### config.mk
export PLATFORM = sky130hd
export DESIGN_NAME = dpt_top
export DESIGN_NICKNAME = d
export VERILOG_FILES = /design/src/logic/dpt_top.v /design/src/logic/dpt_sync.v /design/src/logic/dpt_channel.v
export VERILOG_INCLUDE_DIRS = /design/src /design/src/logic
export SDC_FILE = /design/constraint.sdc
export NUM_CORES = 1
export LEC_CHECK = 0
export BUFFER_PORTS_ARGS = -buffer_cell sky130_fd_sc_hd__buf_2
export CAP_MARGIN = 30
export CELL_PAD_IN_SITES_DETAIL_PLACEMENT = 1
export CELL_PAD_IN_SITES_GLOBAL_PLACEMENT = 2
export CORE_ASPECT_RATIO = 1.25
export CORE_MARGIN = 10
export CORE_UTILIZATION = 35
export CTS_CLUSTER_DIAMETER = 100
export DETAILED_ROUTE_END_ITERATION = 10
export GPL_TIMING_DRIVEN = 0
export PLACE_DENSITY_LB_ADDON = 0.1
export SYNTH_ARGS = -nofsm -noshare
export SYNTH_HDL_FRONTEND = slang
export SYNTH_SLANG_ARGS = --single-unit
### constraint.sdc
create_clock -name core_clk -period 5 [get_ports core_clk]
set_input_delay 1 -clock core_clk [delete_from_list [all_inputs] [get_ports core_clk]]
set_output_delay 1 -clock core_clk [all_outputs]
set_load 0.005 [all_outputs]
### src/logic/dpt_regs.vh
// Register map and constants of the dual prescaled down timer.
// Assumes byte-wide registers, one per aligned 32-bit Avalon word.
`ifndef DPT_REGS_VH
`define DPT_REGS_VH

// Register indices (byte address = 4 * index)
`define DPT_IDX_PSC1 8'hD2
`define DPT_IDX_CNT1 8'hD3
`define DPT_IDX_CTL1 8'hD4
`define DPT_IDX_PSC2 8'hD5
`define DPT_IDX_CNT2 8'hD6
`define DPT_IDX_CTL2 8'hD7
`define DPT_ADDR_W 10

// Control register fields
`define DPT_CTL_ZERO 7
`define DPT_CTL_IEN 6
`define DPT_CTL_DIR 5
`define DPT_CTL_LVL 4
`define DPT_CTL_RUN 3
`define DPT_CTL_TAP_HI 2
`define DPT_CTL_TAP_LO 0

// Reset values and counter zero compare value
`define DPT_CNT_RST 8'hFF
`define DPT_PSC_RST 7'h7F
`define DPT_CTL_RST 8'h00
`define DPT_CNT_ZERO 8'h00

// Internal clock divide ratio feeding the prescalers
`define DPT_DIV_RATIO 4'hC
`define DPT_DIV_LAST 4'hB

`endif

### src/logic/dpt_top.v
// Dual prescaled down timer with Avalon-MM register slave.
// Assumes a single 200 MHz core clock and a synchronous active-low reset.
// Functional notes
// - 8-bit counter fed by 7-bit prescaler
// - Counter decrements on tap edge; software access
// - Zero sets flag; enabled flag raises request
// - Pending request doubles as wake event
// - Prescaler uses clock/12; timer 1 may use pin
// - Tap: factor 1 input, factor 2 bit 0
// - Run clear forces prescaler ones, counter held
// - Prescaler loadable 0..7Fh while running
// - Tap field encodes power-of-two ratio
// - Gated mode counts only while pin high
// - Event mode counts pin rising edges
// - Output mode latches level on flag rise
// - Writing 00h or bit 7 sets flag
// - Reset: counter FFh, prescaler 7Fh, control 0
// - Counter write beats zero decrement
// - Counter and prescaler readable anytime, each in its own access; no snapshot
// - Control bit layout fixed
`timescale 1ns/1ps
`default_nettype none
`include "dpt_regs.vh"
module dpt_top
(
	input wire core_clk,
	input wire resetn,
	input wire [`DPT_ADDR_W-1:0] avs_address,
	input wire avs_read,
	input wire avs_write,
	input wire [31:0] avs_writedata,
	input wire [3:0] avs_byteenable,
	output reg [31:0] avs_readdata,
	output reg avs_waitrequest,
	input wire timer_pin_in,
	output reg timer_pin_out,
	output reg timer_pin_oe,
	output reg timer1_irq,
	output reg timer2_irq,
	output reg wake_event
);
	// Divide-by-12 prescaler input strobe
	reg [3:0] div_cnt;
	reg div_tick;
	reg pin_prev;
	wire pin_sync;
	wire [7:0] psc1_raw;
	wire [7:0] psc2_raw;
	wire [6:0] psc1;
	wire [6:0] psc2;
	wire [7:0] cnt1;
	wire [7:0] cnt2;
	wire [7:0] ctl1;
	wire [7:0] ctl2;
	wire zero_rise1;
	wire zero_rise2;
	wire [7:0] idx = avs_address[`DPT_ADDR_W-1:2];
	wire wr = avs_write & ~avs_waitrequest & avs_byteenable[0];
	wire rd = avs_read & ~avs_waitrequest;
	wire tick1;
	reg [7:0] next_rdata;

	dpt_sync u_sync
	(
		.core_clk(core_clk),
		.resetn(resetn),
		.async_in(timer_pin_in),
		.sync_out(pin_sync)
	);

	always @(posedge core_clk)
	begin
		if (!resetn)
		begin
			div_cnt <= 4'h0;
			div_tick <= 1'b0;
			pin_prev <= 1'b0;
		end
		else
		begin
			div_cnt <= (div_cnt == `DPT_DIV_LAST) ? 4'h0 : div_cnt + 4'h1;
			div_tick <= (div_cnt == `DPT_DIV_LAST);
			pin_prev <= pin_sync;
		end
	end

	// Timer 1 clock source select by direction and level bits
	assign tick1 = ctl1[`DPT_CTL_DIR] ? div_tick :
		(ctl1[`DPT_CTL_LVL] ? (div_tick & pin_sync) :
		(pin_sync & ~pin_prev));

	dpt_channel u_ch1
	(
		.core_clk(core_clk),
		.resetn(resetn),
		.tick_in(tick1),
		.wr_psc(wr & (idx == `DPT_IDX_PSC1)),
		.wr_cnt(wr & (idx == `DPT_IDX_CNT1)),
		.wr_ctl(wr & (idx == `DPT_IDX_CTL1)),
		.wdata(avs_writedata[7:0]),
		.prescaler_value(psc1),
		.down_counter_value(cnt1),
		.timer_control_status(ctl1),
		.zero_rise(zero_rise1)
	);

	dpt_channel u_ch2
	(
		.core_clk(core_clk),
		.resetn(resetn),
		.tick_in(div_tick),
		.wr_psc(wr & (idx == `DPT_IDX_PSC2)),
		.wr_cnt(wr & (idx == `DPT_IDX_CNT2)),
		.wr_ctl(wr & (idx == `DPT_IDX_CTL2)),
		.wdata(avs_writedata[7:0]),
		.prescaler_value(psc2),
		.down_counter_value(cnt2),
		.timer_control_status(ctl2),
		.zero_rise(zero_rise2)
	);

	assign psc1_raw = {1'b0, psc1};
	assign psc2_raw = {1'b0, psc2};

	// Read mux; prescaler bit 7 reads zero, unmapped reads zero
	always @*
	begin
		case (idx)
			`DPT_IDX_PSC1: next_rdata = psc1_raw;
			`DPT_IDX_CNT1: next_rdata = cnt1;
			`DPT_IDX_CTL1: next_rdata = ctl1;
			`DPT_IDX_PSC2: next_rdata = psc2_raw;
			`DPT_IDX_CNT2: next_rdata = cnt2;
			`DPT_IDX_CTL2: next_rdata = ctl2;
			default: next_rdata = 8'h00;
		endcase
	end

	// One wait state per access so read data come from a flop
	always @(posedge core_clk)
	begin
		if (!resetn)
		begin
			avs_waitrequest <= 1'b1;
			avs_readdata <= 32'h0000_0000;
			timer_pin_out <= 1'b0;
			timer_pin_oe <= 1'b0;
			timer1_irq <= 1'b0;
			timer2_irq <= 1'b0;
			wake_event <= 1'b0;
		end
		else
		begin
			avs_waitrequest <= ~((avs_read | avs_write) & avs_waitrequest);
			if ((avs_read | avs_write) & avs_waitrequest)
				avs_readdata <= avs_read ? {24'h00_0000, next_rdata} : 32'h0000_0000;
			else if (rd)
				avs_readdata <= avs_readdata;
			timer_pin_oe <= ctl1[`DPT_CTL_DIR];
			if (ctl1[`DPT_CTL_DIR] & zero_rise1)
				timer_pin_out <= ctl1[`DPT_CTL_LVL];
			timer1_irq <= ctl1[`DPT_CTL_ZERO] & ctl1[`DPT_CTL_IEN];
			timer2_irq <= ctl2[`DPT_CTL_ZERO] & ctl2[`DPT_CTL_IEN];
			wake_event <= (ctl1[`DPT_CTL_ZERO] & ctl1[`DPT_CTL_IEN]) |
				(ctl2[`DPT_CTL_ZERO] & ctl2[`DPT_CTL_IEN]);
		end
	end
endmodule
`default_nettype wire

### src/logic/dpt_sync.v
// Two-flop synchroniser for the external timer pin.
// Assumes the pin is asynchronous to core_clk.
`timescale 1ns/1ps
`default_nettype none
module dpt_sync
(
	input wire core_clk,
	input wire resetn,
	input wire async_in,
	output reg sync_out
);
	reg meta;

	always @(posedge core_clk)
	begin
		if (!resetn)
		begin
			meta <= 1'b0;
			sync_out <= 1'b0;
		end
		else
		begin
			meta <= async_in;
			sync_out <= meta;
		end
	end
endmodule
`default_nettype wire

### src/logic/dpt_channel.v
// One timer channel: 7-bit prescaler, tap mux, 8-bit down-counter, control.
// Assumes write strobes are single-cycle and tick_in is a one-cycle pulse.
`timescale 1ns/1ps
`default_nettype none
`include "dpt_regs.vh"
module dpt_channel
(
	input wire core_clk,
	input wire resetn,
	input wire tick_in,
	input wire wr_psc,
	input wire wr_cnt,
	input wire wr_ctl,
	input wire [7:0] wdata,
	output reg [6:0] prescaler_value,
	output reg [7:0] down_counter_value,
	output reg [7:0] timer_control_status,
	output reg zero_rise
);
	wire prescaler_run = timer_control_status[`DPT_CTL_RUN];
	wire [2:0] tap = timer_control_status[`DPT_CTL_TAP_HI:`DPT_CTL_TAP_LO];
	wire [6:0] psc_dec = prescaler_value - 7'h01;
	// Bit rising on decrement: tap bit goes 0 -> 1
	wire [6:0] bit_rise = psc_dec & ~prescaler_value;
	wire cnt_tick = tick_in & prescaler_run & ((tap == 3'h0) ? 1'b1 : bit_rise[tap - 3'h1]);
	wire [7:0] cnt_dec = down_counter_value - 8'h01;
	wire hit_zero = cnt_tick & (cnt_dec == `DPT_CNT_ZERO) & ~wr_cnt;
	wire sw_zero = (wr_cnt & (wdata == `DPT_CNT_ZERO)) | (wr_ctl & wdata[`DPT_CTL_ZERO]);
	reg [7:0] next_ctl;

	always @*
	begin
		next_ctl = wr_ctl ? wdata : timer_control_status;
		// Hardware set wins over a software clear
		if (hit_zero | sw_zero)
			next_ctl[`DPT_CTL_ZERO] = 1'b1;
	end

	always @(posedge core_clk)
	begin
		if (!resetn)
		begin
			prescaler_value <= `DPT_PSC_RST;
			down_counter_value <= `DPT_CNT_RST;
			timer_control_status <= `DPT_CTL_RST;
			zero_rise <= 1'b0;
		end
		else
		begin
			timer_control_status <= next_ctl;
			zero_rise <= next_ctl[`DPT_CTL_ZERO] & ~timer_control_status[`DPT_CTL_ZERO];
			if (!prescaler_run)
				prescaler_value <= `DPT_PSC_RST;
			else if (wr_psc)
				prescaler_value <= wdata[6:0];
			else if (tick_in)
				prescaler_value <= psc_dec;
			if (wr_cnt)
				down_counter_value <= wdata;
			else if (cnt_tick)
				down_counter_value <= cnt_dec;
		end
	end
endmodule
`default_nettype wire

-- Yosys cells after proc, flatten, opt, wreduce, memory -nomap -nowiden
Index checks and enable logic that the tools add are counted.
- word-level logic and storage cells: 116
- bits in registers: 93
- input port bits: 51
- output and inout bits: 38
- bitwise gates (word level): 44
- reductions and logical operators: 13
- eq/ne operators: 7
- add/subtract/negate cells: 7
- order comparisons: 2
- multiplexer cells: 22
- operators with widths (cell ; count):
    $mux 8 ; 7
    $eq 8x8->1 const B ; 6
    $pmux 8 s6 ; 1
    $mux 7 ; 4
    $and 1x1->1 ; 27
    $logic_not 8->1 ; 3
    $sub 8x1->8 const B ; 2
    $and 7x7->7 ; 2
    $not 7->7 ; 2
    $sub 7x1->7 const B ; 2
    $reduce_bool 2->1 ; 5
    $lt 3x4->1 const B ; 2
    $mux 1 ; 8
    $not 1->1 ; 7
    $bmux 1 s3 ; 2
    $logic_not 3->1 ; 2
    $or 1x1->1 ; 6
    $sub 3x1->3 const B ; 2
    $add 4x1->4 const B ; 1
    $eq 4x4->1 const B ; 1
    $reduce_and 2->1 ; 2
    $reduce_or 2->1 ; 1

-- Logic depth before layout (Yosys ltp)
- depth in word-level cells: 11
- depth in mapped cells: 11
- depth with buffers taken out: 11

-- By module
A second synthesis with hierarchy kept.
- cells, all modules: 485
- area, all modules: 4379.2 um2
- by module, submodules not included (module ; seq. area each (um2) ; instances ; cells an instance ; area an instance (um2)):
    dpt_channel at u_ch1 ; 480.5 ; 1 ; 179 ; 1534.0
    dpt_channel at u_ch2 ; 480.5 ; 1 ; 166 ; 1457.6
    dpt_top ; 400.4 ; 1 ; 136 ; 1335.0
    dpt_sync ; 40.0 ; 1 ; 4 ; 52.6

-- Worst setup path after synthesis
No wires, ideal clock.
- path kind: input -> register
- from: input avs_address[7]
- to: register u_ch1.zero_rise
- path buffers: 2
- required time: 4.878 ns
- data arrival time: 2.658 ns
- stages on the path: 8
- library setup time: 0.122 ns
- path slack: 2.220 ns
- cell sequence: nand4b_4 > or3b_1 > buf_6 > nor4b_4 > buf_6 > mux2_2 > o21ai_1 > a21oi_1
- cells in the longest elaborated chain, start to end: 7
- elaborated cells on any way between the ends: 13
- those cells by class: eq/ne: 2; mux: 2; bitwise: 9
- RTL lines (item ; RTL line ; source):
    start: declaration ; dpt_top.v:28 ; input wire [`DPT_ADDR_W-1:0] avs_address,
    $eq 8x8->1 ; n/a ;
    $and 1x1->1 (on tied branches) ; dpt_top.v:98, dpt_top.v:99 ;
    $and 1x1->1 / $not 1->1 (equally long branches) ; dpt_channel.v:28, dpt_channel.v:27 ;
    $or 1x1->1 / $and 1x1->1 (equally long branches) ; dpt_channel.v:28, dpt_channel.v:27 ;
    $or 1x1->1 ; dpt_channel.v:35 ; if (hit_zero | sw_zero)
    $mux 1 (*) ; dpt_channel.v:35 ;
    $and 1x1->1 (*) ; dpt_channel.v:51 ; zero_rise <= next_ctl[`DPT_CTL_ZERO] & ~timer_control_status[`DPT_CTL_ZERO];
    end signal: assignment ; dpt_channel.v:51 ;
    end: declaration ; dpt_channel.v:18 ; output reg zero_rise
Mark *: on every way between the ends. The rest lies on a longest branch, timed or not.
A chain may end at the register's enable or synchronous reset.

-- Worst setup path after layout
- from: input avs_write
- to: register u_ch1.zero_rise
- cells in the longest elaborated chain, start to end: 8
- elaborated cells on any way between the ends: 13
- those cells by class: mux: 2; bitwise: 11
- RTL lines (item ; RTL line ; source):
    start: declaration ; dpt_top.v:30 ; input wire avs_write,
    $and 1x1->1 (*) (2 in a row) ; dpt_top.v:58 ; wire wr = avs_write & ~avs_waitrequest & avs_byteenable[0];
    $and 1x1->1 (on tied branches) ; dpt_top.v:98, dpt_top.v:99 ;
    $and 1x1->1 / $not 1->1 (equally long branches) ; dpt_channel.v:28, dpt_channel.v:27 ;
    $or 1x1->1 / $and 1x1->1 (equally long branches) ; dpt_channel.v:28, dpt_channel.v:27 ;
    $or 1x1->1 ; dpt_channel.v:35 ;
    $mux 1 (*) ; dpt_channel.v:35 ;
    $and 1x1->1 (*) ; dpt_channel.v:51 ;
Marks and branches as above.

==> reports/qor.csv <==
stage;metric;value;unit
detailed_routing;vias;3949;
clock_network;post_cts_buffers;0;
clock_network;tritoncts;yes;
die;initial_core_util;35.6;%
sta;timing.fmax;349;MHz
clock_network;cts.sinks;69;
logic_synthesis;synth.area.top_cells;dfxtp_1 32%, mux2i_1 6.7%, ha_1 6.1%, mux4_2 4.7%, buf_4 4.2%;
detailed_routing;routed_wl;14.6;mm
critical_path;cp-end-kind;flop;
run;drv_cap;0;
clock_network;cts_root_buffer;clkbuf_16;
detailed_routing;post_drt_wl_per_cell;19.8;um
detailed_routing;drtAntennaViolNets;0;
place;gp_routability_congestion;0.788;
place;dp_hpwl;11.3;mm
critical_path;start_kind;input pin;
final_layout;syn_to_final_growth;17.6;%
min_path;hp-class;flop to flop;
grt;grt_max_degree;11;
sta;drv_slew;0;
final_layout;nNetsFinal;642;
grt;grtUsageTotal;17.5;%
power;ir_drop;0.147;mV
logic_synthesis;syn_avg_cell_area;8.58;um2
sta;finalSetupTns;0;ns
logic_synthesis;synthDistinctLibCells;61;
logic_synthesis;netlist.area_leader.share;32.1;%
logic_synthesis;ys.flop_type;dfxtp_1;
place;place_area;4770;um2
critical_path;worst-setup-path-type;input pin to flop;
final_layout;n_antenna_cell;0;
sta;tightestPinTransition;0.710;ns
logic_synthesis;yosysWarnings;0;
detailed_routing;dr.pass1.iters;4;
power;leakage;0.00225;uW
power;p_per_area;262;nW/um2
die;num_io_pins;89;
grt;grt_antenna_before_repair;0;
grt;grt_overflow;0;
clock_network;cts_hold_buf;0;
clock_network;cts-buffers-inserted;9;
grt;grt_pass1_wl;23.6;mm
place;portBuffers;34;
logic_synthesis;async_flop_share;0;%
detailed_routing;drc;0;
die;die-area;17200;um2
clock_network;cts_buffer_depth;2;
status;outcome;finished clean;
die;placementRows;45;
clock_network;clk_pin_slew;0.05;ns
sta;period_share;57.3;%
sta;period_needed;2.86;ns
sta;whs;0.432;ns
logic_synthesis;synth-edff-count;0;
sta;rsz0062_at_grt;false;
detailed_routing;drt-initial-drc-count;191;
sta;clock_skew;0.00767;ns
logic_synthesis;yosysSeqAreaShare;32.1;%
sta;setup_viol;0;
die;die_x;119;um
logic_synthesis;synth_area;4310;um2
critical_path;reg2reg_slack;2.14;ns
critical_path;worstPathRequired;5.19;ns
detailed_routing;vias_per_cell;5.35;
die;core;12100;um2
clock_network;htree_num_levels;3;
clock_network;post_cts_resized;0;
logic_synthesis;postSynthCellCount;502;
die;chipHeight;144;um
sta;slew_headroom;52.4;%
sta;hold_viol;0;
grt;grt_pass1_vias;4289;
final_layout;postLayoutCellArea;5060;um2
critical_path;cp_max_fo;10;
critical_path;crit_arrival;3.05;ns
final_layout;drive_above_1_share;18.1;%
logic_synthesis;yosys_register_bits;69;
logic_synthesis;synth_top_area_cell;dfxtp_1;
clock_network;clkLatencyLatePin;0.33;ns
## metrics by stage
step	instances	utilization (%)	worst slack, ns	power (uW)
floorplan	525	-	2.22	649
global placement	723	39.4	1.74	693
detailed placement	723	39.4	1.78	695
CTS	738	41.8	2.09	1340
global route	738	41.8	1.90	1380
finish	738	41.8	2.14	1330
## kinds of logic after synthesis
group                    after synthesis  share of synthesized area [%]
XOR/XNOR                               6                           1.22
AO/OA/AOI/OAI                         91                           14.1
adder cells (fa/ha/maj)               21                           6.10
other                                  1                         0.0871
AND/OR/NAND/NOR                      186                           23.8
multiplexers                          42                           12.5
buffers and inverters                 86                           10.1
flip-flops                            69                           32.1
## worst max-delay path, stage by stage
cell,delay (ns)
buf_2,0.10
and3b_1,0.19
clkbuf_1,0.22
nand3_1,0.34
nor4_1,0.54
buf_2,0.31
nor4_1,0.08
nand3_1,0.13
a21oi_1,0.15
## worst paths after layout
path	cells past startpoint	to	startpoint
setup / recovery	9	u_ch1.zero_rise	avs_write
hold / removal	1	u_sync.sync_out	u_sync.meta
hold reg to reg	1	u_sync.sync_out	u_sync.meta
setup reg to reg	11	u_ch2.down_counter_value[7]	u_ch2.prescaler_value[0]
## final cells by class
| class | count | area [um2] |
|---|---|---|
| Inverter | 35 | 131 |
| Sequential cell | 69 | 1380 |
| Buffer | 51 | 302 |
| Tap cell | 164 | 205 |
| Clock buffer | 14 | 264 |
| Clock inverter | 1 | 30.0 |
| Multi-Input combinational cell | 370 | 2580 |
| Timing Repair Buffer | 34 | 170 |
| Fill cell | 1467 | 7040 |
## per-layer routing
layer / GRT usage, % / vias up / routed length (um)
met5: 0 / - / 0
met4: 5.47 / 0 / 189
met3: 3.59 / 13 / 547
met2: 32.4 / 68 / 7600
met1: 19.5 / 1963 / 6250
li1: - / 1905 / -
## where the power goes
part / internal, uW / total, uW / switching [uW]
combinational: 47.9 / 118 / 69.6
sequential: 558 / 567 / 9.58
clock: 411 / 642 / 231
## layout by cell type, fill, tap and decap left out, drive strengths merged, types with 8 or more instances in the layout
| master | count |
|---|---|
| a21oi | 22 |
| mux4 | 9 |
| dfxtp | 69 |
| ha | 21 |
| o211ai | 15 |
| nor2 | 34 |
| o22ai | 9 |
| nand3 | 24 |
| and3 | 15 |
| buf | 67 |
| clkbuf | 32 |
| mux2i | 29 |
| o21ai | 19 |
| nand2 | 37 |
| nor3 | 18 |
| and2 | 8 |
| conb | 24 |
| inv | 34 |
## flip-flops by register name, summed over array words and instances (netlist names), 4 cells and up
name                        cells
div_cnt                         4
u_ch1.timer_control_status      8
avs_readdata                    8
u_ch1.prescaler_value           7
u_ch2.down_counter_value        8
u_ch2.prescaler_value           7
u_ch2.timer_control_status      8
u_ch1.down_counter_value        8
## cell usage after synthesis, drive strengths merged (5+ instances only)
library cell  instances
buf                  33
ha                   21
nand3                24
nor4                  7
inv                  34
and2                  8
clkbuf               18
o21ai                19
mux4                  9
nand2b                5
or4                   6
o22ai                 9
o211ai               15
or3                   7
a21oi                22
nand4                 6
and3                 15
nand2                37
a22o                  7
dfxtp                69
nor3                 18
nor2                 34
mux2i                29
Power figures use the tool's default switching activity.
